File: src/design/tsc_params.svh
// Purpose: Constants for the tone supply control block
// Assumes: mclk at 25 MHz
// Notes:   Bit positions of the system control register, timing counts
`ifndef TSC_PARAMS_SVH
`define TSC_PARAMS_SVH

`define TSC_CLK_HZ          25000000
`define TSC_SLAVE_ADDR      7'h08
`define TSC_BIT_PULSED      7
`define TSC_BIT_TXPATH      6
`define TSC_BIT_TONE_FORCE  5
`define TSC_BIT_LINE_COMP   4
`define TSC_BIT_VOLTAGE_LEVEL_SELECT        3
`define TSC_BIT_ENABLE      2
`define TSC_BIT_OVERTEMP    1
`define TSC_BIT_OVERLOAD    0
`define TSC_CTRL_RESET      6'h00
`define TSC_OFF_MS          900
`define TSC_OFF_CYCLES      ((`TSC_CLK_HZ / 1000) * `TSC_OFF_MS)
`define TSC_ON_OFF_RATIO    10
`define TSC_TONE_HZ         22000
`define TSC_TONE_HALF       (`TSC_CLK_HZ / (2 * `TSC_TONE_HZ))

`endif

File: src/design/tsc_pkg.sv
// Purpose: Types shared by the tone supply control block
// Assumes: Nothing beyond the params header
// Notes:   Control fields in register order, msb first
package tsc_pkg;

	typedef struct packed {
		logic pulsed_limit_select;
		logic tx_path_select;
		logic tone_force_on;
		logic line_drop_compensation;
		logic voltage_level_select;
		logic enable;
	} tsc_ctrl_t;

	typedef struct packed {
		logic overtemp_flag;
		logic overload_flag;
	} tsc_diag_t;

	typedef struct packed {
		logic tx_output_path;
		logic rx_output_path;
		logic converter_on;
		logic regulator_on;
		logic level_high;
		logic comp_on;
		logic comp_big_step;
	} tsc_power_t;

	typedef enum logic [1:0] {
		TSC_PROT_NORMAL,
		TSC_PROT_OFF,
		TSC_PROT_ON
	} tsc_prot_t;

	typedef enum logic [2:0] {
		TSC_I2C_IDLE,
		TSC_I2C_ADDR,
		TSC_I2C_ACK,
		TSC_I2C_WRITE,
		TSC_I2C_READ,
		TSC_I2C_RACK,
		TSC_I2C_SKIP
	} tsc_i2c_t;

endpackage

File: src/design/tsc_top.sv
// Purpose: Control and protection logic of one converter supply section
// Assumes: mclk 25 MHz; analog sensors give level indications
// Notes:   Analog regulator, step-up and detector front end live outside
`timescale 1ns/1ns
`include "tsc_params.svh"
module tsc_top
	import tsc_pkg::*;
#(
	parameter int OFF_CYCLES = `TSC_OFF_CYCLES,
	parameter int ON_RATIO   = `TSC_ON_OFF_RATIO,
	parameter int TONE_HALF  = `TSC_TONE_HALF
)
(
	// Clock and reset
	input  wire logic        mclk,
	input  wire logic        rst_n,
	// Serial bus
	input  wire logic        scl_in,
	input  wire logic        sda_in,
	output logic             sda_out,
	output logic             sda_oe,
	// Tone keying and detection
	input  wire logic        tone_key_in,
	input  wire logic        tone_detect_in,
	input  wire logic        external_modulation_in,
	output logic             tone_out,
	output logic             tone_detect_out,
	output logic             tone_detect_oe,
	// Analog indications
	input  wire logic        overload_in,
	input  wire logic        overtemp_in,
	input  wire logic        undervoltage_in,
	// Power block controls
	output tsc_power_t       power,
	output logic             ext_mod_route,
	output logic [7:0]       system_control_register
);

	localparam int ON_CYCLES = OFF_CYCLES / ON_RATIO;

	// Timer is 32 bits and tone counter 16 bits wide
	initial begin
		if (OFF_CYCLES < ON_RATIO || ON_RATIO < 1 || TONE_HALF < 1)
			$error("tsc_top: bad timing parameters");
		if (TONE_HALF > 65535)
			$error("tsc_top: tone half period too long");
	end

	// Shared by both protection intervals
	function automatic logic [31:0] tick(input logic [31:0] t);
		tick = t + 32'h1;
	endfunction

	function automatic logic done(input logic [31:0] t, input int lim);
		done = (t >= 32'(lim - 1));
	endfunction

	// Two-stage synchronisers for every outside level
	logic [6:0] sync1;
	logic [6:0] sync2;
	logic       scl_s;
	logic       sda_s;
	logic       key_s;
	logic       det_s;
	logic       ovl_s;
	logic       ovt_s;
	logic       uvl_s;

	always_ff @(posedge mclk or negedge rst_n) begin
		if (!rst_n) begin
			sync1 <= 7'h03;
			sync2 <= 7'h03;
		end else begin
			sync1 <= {undervoltage_in, overtemp_in, overload_in, tone_detect_in,
				tone_key_in, sda_in, scl_in};
			sync2 <= sync1;
		end
	end
	assign {uvl_s, ovt_s, ovl_s, det_s, key_s, sda_s, scl_s} = sync2;

	// Register port
	logic       wr_stb;
	logic [7:0] wr_data;
	logic       slave_oe;
	tsc_ctrl_t  ctrl;
	tsc_ctrl_t  next_ctrl;
	tsc_diag_t  diag;
	tsc_diag_t  next_diag;

	tsc_i2c_slave u_slave (
		.mclk    (mclk),
		.rst_n   (rst_n),
		.scl     (scl_s),
		.sda     (sda_s),
		.lockout (uvl_s),
		.sda_oe  (slave_oe),
		.rd_data ({ctrl, diag}),
		.wr_stb  (wr_stb),
		.wr_data (wr_data)
	);

	// Control bits; lockout acts as a reset of the control bits
	always_comb begin
		next_ctrl = ctrl;
		if (uvl_s)
			next_ctrl = `TSC_CTRL_RESET;
		else if (wr_stb)
			next_ctrl = wr_data[7:2];
	end

	// Protection timer
	tsc_prot_t prot;
	tsc_prot_t next_prot;
	logic [31:0] tmr;
	logic [31:0] next_tmr;
	logic        on_seen;
	logic        next_on_seen;

	always_comb begin
		next_prot    = prot;
		next_tmr     = tmr;
		next_on_seen = on_seen;
		next_diag    = diag;
		next_diag.overtemp_flag = ovt_s;
		if (!ctrl.enable || uvl_s) begin
			next_prot = TSC_PROT_NORMAL;
			next_diag.overload_flag = 1'b0;
		end else if (ctrl.pulsed_limit_select) begin
			next_prot = TSC_PROT_NORMAL;
			next_diag.overload_flag = ovl_s;
		end else begin
			case (prot)
			TSC_PROT_NORMAL: begin
				if (ovl_s) begin
					next_prot = TSC_PROT_OFF;
					next_tmr  = 32'h0;
					next_diag.overload_flag = 1'b1;
				end
			end
			TSC_PROT_OFF: begin
				next_tmr = tick(tmr);
				if (done(tmr, OFF_CYCLES)) begin
					next_prot    = TSC_PROT_ON;
					next_tmr     = 32'h0;
					next_on_seen = 1'b0;
				end
			end
			TSC_PROT_ON: begin
				next_tmr = tick(tmr);
				if (ovl_s)
					next_on_seen = 1'b1;
				if (done(tmr, ON_CYCLES)) begin
					next_tmr = 32'h0;
					if (ovl_s || on_seen) begin
						next_prot = TSC_PROT_OFF;
					end else begin
						next_prot = TSC_PROT_NORMAL;
						next_diag.overload_flag = 1'b0;
					end
				end
			end
			default: next_prot = TSC_PROT_NORMAL;
			endcase
		end
	end

	// Tone generator, gated by force bit or synchronised key pin
	logic [15:0] tone_cnt;
	logic [15:0] next_tone_cnt;
	logic        tone_ph;
	logic        next_tone_ph;
	logic        run;
	logic        tone_gate;
	logic        out_en;
	tsc_power_t  next_power;
	logic        next_tone_out;
	logic        next_det_oe;
	logic        next_route;
	logic [7:0]  next_scr;

	assign run       = ctrl.enable && !diag.overtemp_flag && !uvl_s;
	assign out_en    = run && prot != TSC_PROT_OFF;
	assign tone_gate = ctrl.tone_force_on | key_s;

	always_comb begin
		next_tone_cnt = tone_cnt + 16'h1;
		next_tone_ph  = tone_ph;
		if (tone_cnt >= 16'(TONE_HALF - 1)) begin
			next_tone_cnt = 16'h0;
			next_tone_ph  = ~tone_ph;
		end
	end

	// Level fields follow run so a standby section shows no live setting
	always_comb begin
		next_power.tx_output_path = out_en & ctrl.tx_path_select;
		next_power.rx_output_path = out_en & ~ctrl.tx_path_select;
		next_power.converter_on   = run;
		next_power.regulator_on   = out_en;
		next_power.level_high     = run & ctrl.voltage_level_select;
		next_power.comp_on        = run & ctrl.line_drop_compensation;
		next_power.comp_big_step  = run & ctrl.line_drop_compensation &
			ctrl.voltage_level_select;
		// Force bit wins over key pin, so keying needs it low
		next_tone_out = out_en & tone_gate & tone_ph;
		next_det_oe   = det_s & ~uvl_s;
		next_route    = out_en & ctrl.tx_path_select;
		next_scr      = {ctrl, diag};
	end

	always_ff @(posedge mclk or negedge rst_n) begin
		if (!rst_n) begin
			ctrl <= `TSC_CTRL_RESET;
			diag <= 2'b00;
		end else begin
			ctrl <= next_ctrl;
			diag <= next_diag;
		end
	end

	always_ff @(posedge mclk or negedge rst_n) begin
		if (!rst_n) begin
			prot    <= TSC_PROT_NORMAL;
			tmr     <= 32'h0;
			on_seen <= 1'b0;
		end else begin
			prot    <= next_prot;
			tmr     <= next_tmr;
			on_seen <= next_on_seen;
		end
	end

	// Tone runs free so keying starts on a clean phase
	always_ff @(posedge mclk or negedge rst_n) begin
		if (!rst_n) begin
			tone_cnt <= 16'h0;
			tone_ph  <= 1'b0;
		end else begin
			tone_cnt <= next_tone_cnt;
			tone_ph  <= next_tone_ph;
		end
	end

	always_ff @(posedge mclk or negedge rst_n) begin
		if (!rst_n) begin
			power           <= '0;
			tone_out        <= 1'b0;
			tone_detect_oe  <= 1'b0;
			tone_detect_out <= 1'b0;
			sda_oe          <= 1'b0;
			sda_out         <= 1'b0;
			ext_mod_route   <= 1'b0;
			system_control_register <= 8'h00;
		end else begin
			power           <= next_power;
			tone_out        <= next_tone_out;
			tone_detect_oe  <= next_det_oe;
			tone_detect_out <= 1'b0;
			// Open drain: only ever pulls low
			sda_oe          <= slave_oe;
			sda_out         <= 1'b0;
			ext_mod_route   <= next_route;
			system_control_register <= next_scr;
		end
	end

	// external_modulation_in is analog; only its routing is decided here
	logic unused_ext;
	assign unused_ext = external_modulation_in;

endmodule

File: src/design/tsc_i2c_slave.sv
// Purpose: Serial slave that writes and reads the system control register
// Assumes: scl and sda already synchronised to mclk by the caller
// Notes:   Each data byte written lands in the register; reads repeat it
`timescale 1ns/1ns
`include "tsc_params.svh"
module tsc_i2c_slave
	import tsc_pkg::*;
(
	// Clock and reset
	input  wire logic        mclk,
	input  wire logic        rst_n,
	// Synchronised bus levels
	input  wire logic        scl,
	input  wire logic        sda,
	input  wire logic        lockout,
	// Data line drive
	output logic             sda_oe,
	// Register access
	input  wire logic [7:0]  rd_data,
	output logic             wr_stb,
	output logic [7:0]       wr_data
);

	logic       scl_d;
	logic       sda_d;
	tsc_i2c_t   state;
	tsc_i2c_t   next_state;
	logic [7:0] shreg;
	logic [7:0] next_shreg;
	logic [3:0] cnt;
	logic [3:0] next_cnt;
	logic       next_sda_oe;
	logic       next_wr_stb;
	logic [7:0] next_wr_data;
	logic       rd_mode;
	logic       next_rd_mode;
	logic       scl_rise;
	logic       scl_fall;
	logic       start_c;
	logic       stop_c;

	assign scl_rise = scl & ~scl_d;
	assign scl_fall = ~scl & scl_d;
	assign start_c  = scl & scl_d & sda_d & ~sda;
	assign stop_c   = scl & scl_d & ~sda_d & sda;

	always_comb begin
		next_state   = state;
		next_shreg   = shreg;
		next_cnt     = cnt;
		next_sda_oe  = sda_oe;
		next_wr_stb  = 1'b0;
		next_wr_data = wr_data;
		next_rd_mode = rd_mode;
		if (start_c) begin
			next_state  = TSC_I2C_ADDR;
			next_cnt    = 4'h0;
			next_sda_oe = 1'b0;
		end else if (stop_c) begin
			next_state  = TSC_I2C_IDLE;
			next_sda_oe = 1'b0;
		end else begin
			case (state)
			TSC_I2C_ADDR, TSC_I2C_WRITE: begin
				if (scl_rise) begin
					next_shreg = {shreg[6:0], sda};
					next_cnt   = cnt + 4'h1;
				end
				// Ack driven from the fall after bit 8 to the next fall, so it moves only while scl low
				if (scl_fall && cnt == 4'h8) begin
					if (state == TSC_I2C_ADDR) begin
						if (shreg[7:1] == `TSC_SLAVE_ADDR && !lockout) begin
							next_sda_oe  = 1'b1;
							next_rd_mode = shreg[0];
							next_state   = TSC_I2C_ACK;
						end else begin
							next_state = TSC_I2C_SKIP;
						end
					end else begin
						next_wr_stb  = 1'b1;
						next_wr_data = shreg;
						next_sda_oe  = ~lockout;
						next_state   = TSC_I2C_ACK;
						next_rd_mode = 1'b0;
					end
				end
			end
			TSC_I2C_ACK: begin
				if (scl_fall) begin
					next_cnt = 4'h0;
					if (rd_mode) begin
						next_shreg  = {rd_data[6:0], 1'b0};
						next_sda_oe = ~rd_data[7];
						next_state  = TSC_I2C_READ;
					end else begin
						next_sda_oe = 1'b0;
						next_state  = TSC_I2C_WRITE;
					end
				end
			end
			TSC_I2C_READ: begin
				if (scl_rise) begin
					next_cnt = cnt + 4'h1;
				end
				if (scl_fall) begin
					if (cnt == 4'h8) begin
						next_sda_oe = 1'b0;
						next_state  = TSC_I2C_RACK;
					end else begin
						next_sda_oe = ~shreg[7];
						next_shreg  = {shreg[6:0], 1'b0};
					end
				end
			end
			TSC_I2C_RACK: begin
				// Master ack asks for another copy, nack ends the read
				if (scl_rise) begin
					next_state = sda ? TSC_I2C_SKIP : TSC_I2C_ACK;
				end
			end
			default: begin
				next_sda_oe = 1'b0;
			end
			endcase
		end
	end

	always_ff @(posedge mclk or negedge rst_n) begin
		if (!rst_n) begin
			scl_d   <= 1'b1;
			sda_d   <= 1'b1;
			state   <= TSC_I2C_IDLE;
			shreg   <= 8'h00;
			cnt     <= 4'h0;
			sda_oe  <= 1'b0;
			wr_stb  <= 1'b0;
			wr_data <= 8'h00;
			rd_mode <= 1'b0;
		end else begin
			scl_d   <= scl;
			sda_d   <= sda;
			state   <= next_state;
			shreg   <= next_shreg;
			cnt     <= next_cnt;
			sda_oe  <= next_sda_oe;
			wr_stb  <= next_wr_stb;
			wr_data <= next_wr_data;
			rd_mode <= next_rd_mode;
		end
	end

endmodule

File: config.mk
export PLATFORM = sky130hd
export DESIGN_NAME = tsc_top
export DESIGN_NICKNAME = d
export VERILOG_FILES = /design/src/design/tsc_pkg.sv /design/src/design/tsc_top.sv /design/src/design/tsc_i2c_slave.sv
export VERILOG_INCLUDE_DIRS = /design/src /design/src/design
export SDC_FILE = /design/constraint.sdc
export NUM_CORES = 1
export LEC_CHECK = 0
export BUFFER_PORTS_ARGS = -buffer_cell sky130_fd_sc_hd__buf_2
export CAP_MARGIN = 20
export CELL_PAD_IN_SITES_DETAIL_PLACEMENT = 1
export CELL_PAD_IN_SITES_GLOBAL_PLACEMENT = 2
export CORE_UTILIZATION = 43
export CTS_CLUSTER_SIZE = 24
export DETAILED_ROUTE_END_ITERATION = 8
export PLACE_DENSITY = 0.93
export SLEW_MARGIN = 20
export SYNTH_ARGS = -nofsm -noshare
export SYNTH_HDL_FRONTEND = slang
export SYNTH_SLANG_ARGS = --single-unit
export TNS_END_PERCENT = 10
File: constraint.sdc
create_clock -name mclk -period 6.39 [get_ports mclk]
set_input_delay 0.9585 -clock mclk [delete_from_list [all_inputs] [get_ports mclk]]
set_output_delay 0.9585 -clock mclk [all_outputs]
set_load 0.02 [all_outputs]
==> run_results.csv, run 1 <==
group,metric,value,unit
outcome,status,"complete, no violations",
timing,min_period,2.64,ns
global_route,grt_max_degree,79,
timing,setup_viol,0,
clock_network,cts_resized,0,
timing,finalHoldViolations,0,
clock_network,postCtsSetupBuffers,0,
routing,drcViolationCount,0,
yosys,ys_top_cells_by_area,"dfrtp_1, nand2_1, nor2_1, dfstp_2, mux2i_1",
yosys,synth_top_family_by_area,"simple AND/OR/NAND/NOR gates",
routing,wl,12.8,mm
critical_path,startpoint_type,"flip-flop",
yosys,ys_ff_latch,118,
timing,grt_setup_unrepaired,"no",
routing,ant_nets,0,
yosys,synth.area.mux_share,2.95,%
clock_network,holdBufCountCts,0,
yosys,postSynthCellCount,546,
floorplanning,fp-row-count,40,
final_layout,fillCellCount,1347,
timing,fmax,379,MHz
timing,period_share,41.3,%
pwr,p_per_area,316,nW/um^2
yosys,ys_types,62,
place,place_area,5740,sq um
pwr,irDropWorstVdd,0.187,mV
place,place.gp.congestion,0.847,
final_layout,nets,597,
routing,firstDrtPassIters,4,
floorplanning,die_y,115,um
hold_path,hold_class,"reg -> reg",
critical_path,end_kind,"flip-flop",
place,dp_hpwl,8.39,mm
pwr,switchingPower,439,uW
run,maxCapViolCount,0,
timing,holdWs,0.349,ns
timing,tns,0,ns
floorplanning,dieArea,13200,sq um
yosys,synth.top_cell.area_share,51.3,%
critical_path,cp_max_fo,29,
routing,wl_per_cell,16.9,um
floorplanning,core_area,12200,sq um
clock_network,clock_latency,0.43,ns
place,io_buffers,27,
clock_network,cts_tree,"done",
floorplanning,die_w,115,um
timing,worst_slew_pin_slew,0.984,ns
yosys,async_flop_share,100,%
yosys,yosys.area_share.simple,22.4,%
timing,final-max-slew-violation-count,0,
yosys,synth_top_area_cell,"dfrtp_1",
clock_network,root_buffer,"clkbuf_16",
yosys,ys_seq_area_share,54.1,%
routing,viasPerCell,5.51,
pwr,p_comb_share,5.3,%
yosys,ys_warn_count,0,
floorplanning,ios,31,
floorplanning,initial_core_util,44.8,%
final_layout,final_area,6410,sq um
global_route,grt_antenna_before_repair,0,
final_layout,drive_above_1_share,13.4,%
pwr,pwr-share-clk,53.7,%
yosys,yosysMostFrequentCell,"dfrtp_1",
yosys,synth-compound-area-share,13.1,%
critical_path,arrival,2.93,ns
yosys,synth-xor-area-share,1.92,%
clock_network,cts_max_path_buffers,2,
pwr,p_int,1590,uW
clock_network,htreeDepth,4,
routing,drt_iter0_drc,161,
pwr,pwr-share-seq,41.0,%
global_route,grt_pass1_vias,4539,
final_layout,diodes,0,
global_route,grt_first_pass_wirelength,22.2,mm
timing,fin_worst_skew,0.00947,ns
critical_path,path_class,"reg -> reg",
yosys,synth-adder-area-share,2.06,%
yosys,synth_area,5470,sq um
yosys,yosys-top-cells-count,"dfrtp_1, nand2_1, nor2_1, o21ai_0, nand3_1",
critical_path,required,6.68,ns
global_route,overflow,0,
yosys,syn_area_per_cell,10.0,sq um
yosys,synth_top_flop_cell,"dfrtp_1",
clock_network,clock-sinks,118,
timing,relSlewSlack,34.3,%
pwr,p_sw_share,21.7,%
routing,vias,4170,
clock_network,cts_inserted_buffers,17,
clock_network,clkTransAtPathRegs,0.05,ns
yosys,synth_edf_count,0,
global_route,grt_usage,22.1,%
pwr,leakagePower,0.00290,uW
final_layout,syn2layout_area_growth,17.3,%
==> critical path, cell delays in order (launching register included) <==
cell     delay, ns
dfrtp_1       0.52
nor3b_1       0.64
nand2_1       0.78
a22oi_1       0.44
o21ai_0       0.12
==> final timing paths <==
check / startpoint / to / slack [ns] / cells after the start
worst min-delay path: sync1[2]$_DFF_PN0_ / sync2[2]$_DFF_PN0_ / 0.35 / 0
max in group asynchronous: rst_n / u_slave.shreg[5]$_DFFE_PN0P_ / 4.52 / 2
worst max-delay path: sync2[6]$_DFF_PN0_ / tmr[22]$_DFFE_PN0P_ / 3.75 / 4
worst min register to register: sync1[2]$_DFF_PN0_ / sync2[2]$_DFF_PN0_ / 0.35 / 0
worst max register to register: sync2[6]$_DFF_PN0_ / tmr[22]$_DFFE_PN0P_ / 3.75 / 4
min in group asynchronous: rst_n / tmr[6]$_DFFE_PN0P_ / 0.52 / 1
==> layout by cell type, fill, tap and decap left out, drive strengths merged, types with 3 or more instances in the layout <==
cell type,count
nor4,7
xor2,5
conb,8
or2,6
nor2,49
o21ai,28
and4,4
dfrtp,112
nor2b,7
buf,29
a22oi,4
a211oi,4
a21oi,18
inv,17
nand3,21
clkbuf,22
o211ai,10
a21o,6
o31ai,4
and2,12
dfstp,6
nand2b,13
or3,11
xnor2,7
mux2i,15
a211o,5
nor3,11
ha,9
nand4,6
nand2,79
bufinv,6
or4,3
and3,9
==> logic make-up after synthesis <==
| kind of cell | after synthesis |
|---|---|
| compound gates | 103 |
| xor+xnor | 12 |
| fa+ha+maj | 9 |
| buf+inv | 41 |
| flops | 118 |
| mux | 16 |
| other cells | 1 |
| simple gates | 246 |
==> final cells by class <==
type / count / area, sq um / share of cell area, %
clock inverter: 9 / 198 / 3.08
clock buffer: 21 / 470 / 7.34
timing repair buffer: 30 / 160 / 2.50
sequential: 118 / 2960 / 46.2
tap: 168 / 210 / 3.28
multi-input combinational: 394 / 2350 / 36.6
inverter: 17 / 63.8 / 0.995
==> power by group through the flow <==
stage / logic (uW) / clock network, uW / registers [uW]
5_1_grt: 125 / 1140 / 837
3_5_place_dp: 105 / 0 / 842
6_report: 107 / 1090 / 831
3_3_place_gp: 98.5 / 0 / 838
4_1_cts: 109 / 1110 / 830
2_1_floorplan: 69.0 / 0 / 830
==> registers in the layout, indices dropped and copies added (netlist names), 2 cells and up <==
name                     cells
tmr                         32
tone_cnt                    16
system_control_register      8
u_slave.shreg                8
sync1                        7
sync2                        7
ctrl                         6
power                        6
u_slave.wr_data              6
u_slave.cnt                  4
u_slave.state                3
diag                         2
prot                         2
==> metrics by stage <==
step	worst slack [ns]	instances	util (%)	power (uW)
floorplan	4.16	553	-	899
global placement	3.82	726	47.0	937
detailed placement	3.78	726	47.0	947
CTS	3.72	756	52.4	2050
global route	3.52	757	52.5	2100
finish	3.75	757	52.5	2030
==> layer usage <==
metal / part of all wire [%] / track usage (%)
met5: 0 / 0
met4: 1.9 / 9.44
met1: 44 / 26.8
met2: 49 / 36.4
met3: 4.9 / 7.06
No activity file was read; power rests on OpenSTA's default activity.
==> run 2: changes to the inputs <==
--- a/config.mk
+++ b/config.mk
@@ -10,10 +10,10 @@
 export CAP_MARGIN = 20
 export CELL_PAD_IN_SITES_DETAIL_PLACEMENT = 1
 export CELL_PAD_IN_SITES_GLOBAL_PLACEMENT = 2
-export CORE_UTILIZATION = 43
+export CORE_UTILIZATION = 40
 export CTS_CLUSTER_SIZE = 24
 export DETAILED_ROUTE_END_ITERATION = 8
-export PLACE_DENSITY = 0.93
+export PLACE_DENSITY = 0.88
 export SLEW_MARGIN = 20
 export SYNTH_ARGS = -nofsm -noshare
 export SYNTH_HDL_FRONTEND = slang
==> constraint.sdc (replaced) <==
create_clock -name mclk -period 2.6 [get_ports mclk]
set_input_delay 0.39 -clock mclk [delete_from_list [all_inputs] [get_ports mclk]]
set_output_delay 0.39 -clock mclk [all_outputs]
set_load 0.02 [all_outputs]
==> run_results.csv, run 2 (synthesis results as in run 1) <==
group,metric,value,unit
pwr,pwr-share-seq,45.1,%
routing,drt_iter0_drc,165,
pwr,p_per_area,703,nW/um^2
clock_network,cts_tree,"done",
floorplanning,dieArea,14100,sq um
pwr,switchingPower,1140,uW
final_layout,reg_top3,"tmr x32, tone_cnt x16",
final_layout,layout_commonest_cell,"dfrtp_1",
place,place.gp.congestion,0.765,
place,dp.cells,743,
timing,finalHoldViolations,0,
place,io_buffers,27,
timing,min_period,2.49,ns
critical_path,crit_family,"simple AND/OR/NAND/NOR gates",
final_layout,diodes,0,
floorplanning,core_area,13300,sq um
clock_network,clock_latency,0.43,ns
pwr,p_int,3370,uW
clock_network,cts_max_path_buffers,2,
final_layout,largest_register,"tmr",
routing,vias,4169,
final_layout,final_cells,776,
critical_path,startpoint_type,"flip-flop",
critical_path,worst-path-buf-inv,3,
floorplanning,die_y,119,um
global_route,grt_pass1_vias,4534,
clock_network,clkTransAtPathRegs,0.06,ns
clock_network,cts_inserted_buffers,17,
hold_path,hold_class,"in -> reg",
final_layout,nets,606,
critical_path,arrival,2.82,ns
timing,setup_viol,0,
global_route,overflow,0,
critical_path,path_class,"reg -> reg",
routing,firstDrtPassIters,4,
critical_path,crit_slowest_cell,"or4_1",
timing,fin_worst_skew,0.0199,ns
critical_path,cpMostUsedCell,"inv_1",
pwr,leakagePower,0.00289,uW
global_route,grt_antenna_before_repair,0,
floorplanning,die_w,119,um
critical_path,max_stage_delay,0.54,ns
final_layout,syn2layout_area_growth,17.1,%
floorplanning,ios,31,
floorplanning,initial_core_util,41.1,%
clock_network,htreeDepth,4,
global_route,grt_usage,19.9,%
clock_network,cts_resized,0,
run,maxCapViolCount,0,
routing,drcViolationCount,0,
timing,final-max-slew-violation-count,0,
place,dp_hpwl,8.42,mm
final_layout,final_cell_mix,"dfrtp_1, nand2_1, nor2_1, o21ai_0, buf_2",
routing,ant_nets,0,
routing,wl_per_cell,16.2,um
timing,period_share,95.9,%
pwr,p_comb_share,5.9,%
critical_path,cp_max_fo,33,
floorplanning,fp-row-count,42,
timing,relSlewSlack,63.6,%
critical_path,required,2.93,ns
global_route,grt_first_pass_wirelength,21.9,mm
clock_network,root_buffer,"clkbuf_16",
final_layout,largest_reg_flops,32,
routing,wl,12.6,mm
global_route,grt_max_degree,52,
critical_path,cp_cell_sequence,"inv_1, ha_1, inv_1, or4_1, nor3_1, a32oi_2, buf_12, or3_1, o211ai_1",
outcome,status,"complete, no violations",
timing,grt_setup_unrepaired,"no",
critical_path,end_kind,"flip-flop",
pwr,p_sw_share,25.3,%
routing,viasPerCell,5.37,
final_layout,drive_above_1_share,14.7,%
pwr,pwr-share-clk,49.0,%
timing,worst_slew_pin_slew,0.546,ns
timing,fmax,401,MHz
clock_network,clock-sinks,118,
pwr,irDropWorstVdd,0.456,mV
timing,tns,0,ns
==> run 2: cell count changes in the layout (fill, tap and decap cells not counted), sizes merged <==
cell	delta
buf	+9
bufinv	-5
inv	+4
clkbuf	-3
clkinvlp	+3
clkinv	+2
dlygate4sd3	+1
==> run 2: area by class of cell <==
class,instances,area [sq um]
inverter,17,63.8
multi-input combinational,394,2350
clock buffer,19,433
fill,1481,6890
tap,176,220
sequential,118,2960
clock inverter,13,123
timing repair buffer,39,255
==> run 2: repair_timing <==
| item | in CTS | in global routing |
|---|---|---|
| buffers inserted | 0 | 0 |
| hold buffers | 1 | 0 |
| endpoints found under the hold margin | 43 | 0 |
| setup endpoints to repair | 0 | 0 |
==> run 2: final timing paths <==
path,start,cells after the start,slack [ns],endpoint
max,prot[0]$_DFFE_PN0P_,9,0.11,tmr[7]$_DFFE_PN0P_
min,sda_in,1,0.07,sync1[1]$_DFF_PN1_
max reg2reg,prot[0]$_DFFE_PN0P_,9,0.11,tmr[7]$_DFFE_PN0P_
min reg2reg,sync2[5]$_DFF_PN0_,0,0.35,diag[1]$_DFF_PN0_
max in group asynchronous,rst_n,3,1.30,u_slave.sda_d$_DFF_PN1_
min in group asynchronous,rst_n,2,0.52,tone_cnt[5]$_DFF_PN0_
==> run 2: layer usage <==
metal  vias up  routed length (um)  GRT usage [%]
li1       1984                   -              -
met1      2120                5430           22.9
met2        51                6670           35.0
met3        14                 328           5.12
met4         0                 162           8.23
met5         -                   0              0
==> run 2: through the flow <==
step	setup slack, ns	hold WS [ns]	util, %	total power [uW]	instance area [sq um]
2_1_floorplan	0.368	0.0944	-	2210	5490
5_1_grt	0.0134	0.0498	48.2	4700	6400
3_3_place_gp	0.228	0.331	43.9	2310	5840
4_1_cts	0.101	0.0504	48.2	4560	6400
3_5_place_dp	0.113	0.337	43.9	2330	5840
6_report	0.108	0.0666	48.2	4500	6400
==> run 2: power by group through the flow <==
stage	sequential, uW	combinational, uW	clock (uW)
2_1_floorplan	2040	170	0
3_3_place_gp	2060	255	0
3_5_place_dp	2060	266	0
4_1_cts	2030	275	2260
5_1_grt	2050	308	2340
6_report	2030	267	2210
==> run 3: changes to the inputs <==
--- a/config.mk
+++ b/config.mk
@@ -10,6 +10,7 @@
 export CAP_MARGIN = 20
 export CELL_PAD_IN_SITES_DETAIL_PLACEMENT = 1
 export CELL_PAD_IN_SITES_GLOBAL_PLACEMENT = 2
+export CORE_ASPECT_RATIO = 1.5
 export CORE_UTILIZATION = 40
 export CTS_CLUSTER_SIZE = 24
 export DETAILED_ROUTE_END_ITERATION = 8
==> run_results.csv, run 3 (synthesis results as in run 1) <==
group,metric,value,unit
pwr,power,4570,uW
final_layout,largest_reg_flops,32,
final_layout,fillCellCount,1509,
floorplanning,ios,31,
floorplanning,initial_core_util,40.8,%
hold_path,min_path_cells,1,
clock_network,cts_max_path_buffers,2,
timing,period_share,94.3,%
final_layout,final_cell_mix,"dfrtp_1, nand2_1, nor2_1, o21ai_0, buf_2",
global_route,grt_usage,19.9,%
place,place_area,5820,sq um
global_route,grt_pass1_vias,4488,
place,dp_hpwl,8.84,mm
global_route,grt_first_pass_wirelength,22.4,mm
final_layout,layout_commonest_cell,"dfrtp_1",
clock_network,clock-sinks,118,
place,place.gp.congestion,0.873,
timing,tns,0,ns
clock_network,clkTransAtPathRegs,0.06,ns
critical_path,cpMostUsedCell,"inv_1",
routing,vias,4164,
timing,finalHoldViolations,0,
floorplanning,dieArea,14200,sq um
floorplanning,core_area,13400,sq um
hold_path,min_from,"scl_in",
pwr,leakagePower,0.00291,uW
routing,wl_per_cell,16.7,um
final_layout,drive_above_1_share,15.3,%
timing,setup_viol,0,
critical_path,reg2regPathDepth,9,
critical_path,max_stage_delay,0.56,ns
pwr,irDropWorstVdd,0.436,mV
critical_path,end_kind,"flip-flop",
run,maxCapViolCount,0,
clock_network,cts_inserted_buffers,17,
critical_path,startpoint_type,"flip-flop",
timing,grt_setup_unrepaired,"yes",
timing,final-max-slew-violation-count,0,
critical_path,reg2reg_to,"tmr[3]$_DFFE_PN0P_",
timing,relSlewSlack,57.8,%
global_route,grt_max_degree,55,
critical_path,path_class,"reg -> reg",
critical_path,worst-path-buf-inv,3,
clock_network,cts_tree,"done",
routing,wl,12.8,mm
final_layout,diodes,0,
critical_path,required,2.93,ns
global_route,grt_antenna_before_repair,0,
outcome,status,"complete, no violations",
critical_path,arrival,2.78,ns
routing,drcViolationCount,0,
critical_path,reg2reg_setup_slack,0.15,ns
critical_path,cp_max_fo,33,
final_layout,nets,606,
routing,ant_nets,0,
clock_network,htreeDepth,4,
hold_path,hold_class,"in -> reg",
final_layout,syn2layout_area_growth,17.4,%
critical_path,crit_family,"simple AND/OR/NAND/NOR gates",
timing,worst_slew_pin_slew,0.627,ns
final_layout,largest_register,"tmr",
routing,drt_iter0_drc,156,
final_layout,reg_top3,"tmr x32, tone_cnt x16",
final_layout,final_area,6420,sq um
critical_path,cp_cell_sequence,"inv_1, ha_1, inv_1, or4_1, nor3_2, a32oi_2, buf_12, or3_1, o211ai_1",
timing,min_period,2.45,ns
floorplanning,die_w,97.5,um
timing,fmax,408,MHz
timing,fin_worst_skew,0.00732,ns
routing,viasPerCell,5.46,
place,io_buffers,27,
floorplanning,die_y,145,um
routing,firstDrtPassIters,4,
clock_network,clock_latency,0.41,ns
hold_path,hold_end,"sync1[0]$_DFF_PN1_",
floorplanning,fp-row-count,52,
pwr,p_per_area,712,nW/um^2
critical_path,crit_slowest_cell,"or4_1",
global_route,overflow,0,
clock_network,root_buffer,"clkbuf_16",
critical_path,r2r_start,"prot[0]$_DFFE_PN0P_",
-- run 3: changes by cell type in the layout (fill, tap and decap cells not counted), sizes merged --
cell      previous run  this run
clkinvlp             4         3
clkinv               4         2
bufinv               1         0
inv                 21        27
clkbuf              19        17
-- run 3: metrics by stage --
step	hold slack [ns]	cells	setup WS, ns	utilization, %
2_1_floorplan	0.0944	553	0.368	-
3_3_place_gp	0.335	729	0.221	43.4
3_5_place_dp	0.336	729	0.0903	43.4
4_1_cts	0.0602	762	0.0444	47.8
5_1_grt	0.0546	762	-0.00762	47.9
6_report	0.0770	762	0.149	47.9
-- run 3: worst max-delay path by stage --
stage	startpoint	to	slack, ns	cells after the start
2_1_floorplan	prot[0]$_DFFE_PN0P_	tmr[17]$_DFFE_PN0P_	0.37	9
3_3_place_gp	prot[0]$_DFFE_PN0P_	tmr[5]$_DFFE_PN0P_	0.22	9
3_5_place_dp	prot[0]$_DFFE_PN0P_	tmr[3]$_DFFE_PN0P_	0.09	9
4_1_cts	prot[0]$_DFFE_PN0P_	tmr[3]$_DFFE_PN0P_	0.04	9
5_1_grt	prot[0]$_DFFE_PN0P_	tmr[5]$_DFFE_PN0P_	-0.008	9
6_report	prot[0]$_DFFE_PN0P_	tmr[3]$_DFFE_PN0P_	0.15	9
-- run 3: what timing repair did --
action | 4_1_cts | 5_1_grt
setup buffers | 0 | 0
hold endpoints to repair | 25 | 0
hold buffers | 1 | 0
gates resized for setup | 0 | 2
endpoints found under the setup margin | 0 | 12
-- run 3: where the power goes --
| group | switching, uW | internal, uW | total (uW) |
|---|---|---|---|
| clock | 989 | 1280 | 2270 |
| sequential | 91.4 | 1940 | 2030 |
| combinational | 164 | 107 | 271 |
-- run 3: final cells by class --
type / instances / area, sq um / area share, %
clock buffers: 17 / 425 / 6.63
clock inverters: 15 / 153 / 2.38
inverters: 17 / 63.8 / 0.994
multi-input cells: 394 / 2360 / 36.7
flip-flops and latches: 118 / 2960 / 46.1
well taps: 162 / 203 / 3.16
repair buffers: 39 / 255 / 3.98
-- run 3: layer usage --
| layer | GRT usage (%) | wire [um] | vias up |
|---|---|---|---|
| met4 | 6.91 | 208 | 0 |
| met2 | 37.6 | 7350 | 33 |
| met3 | 4.24 | 180 | 18 |
| li1 | - | - | 1982 |
| met1 | 21.6 | 5020 | 2131 |
| met5 | 0 | 0 | - |
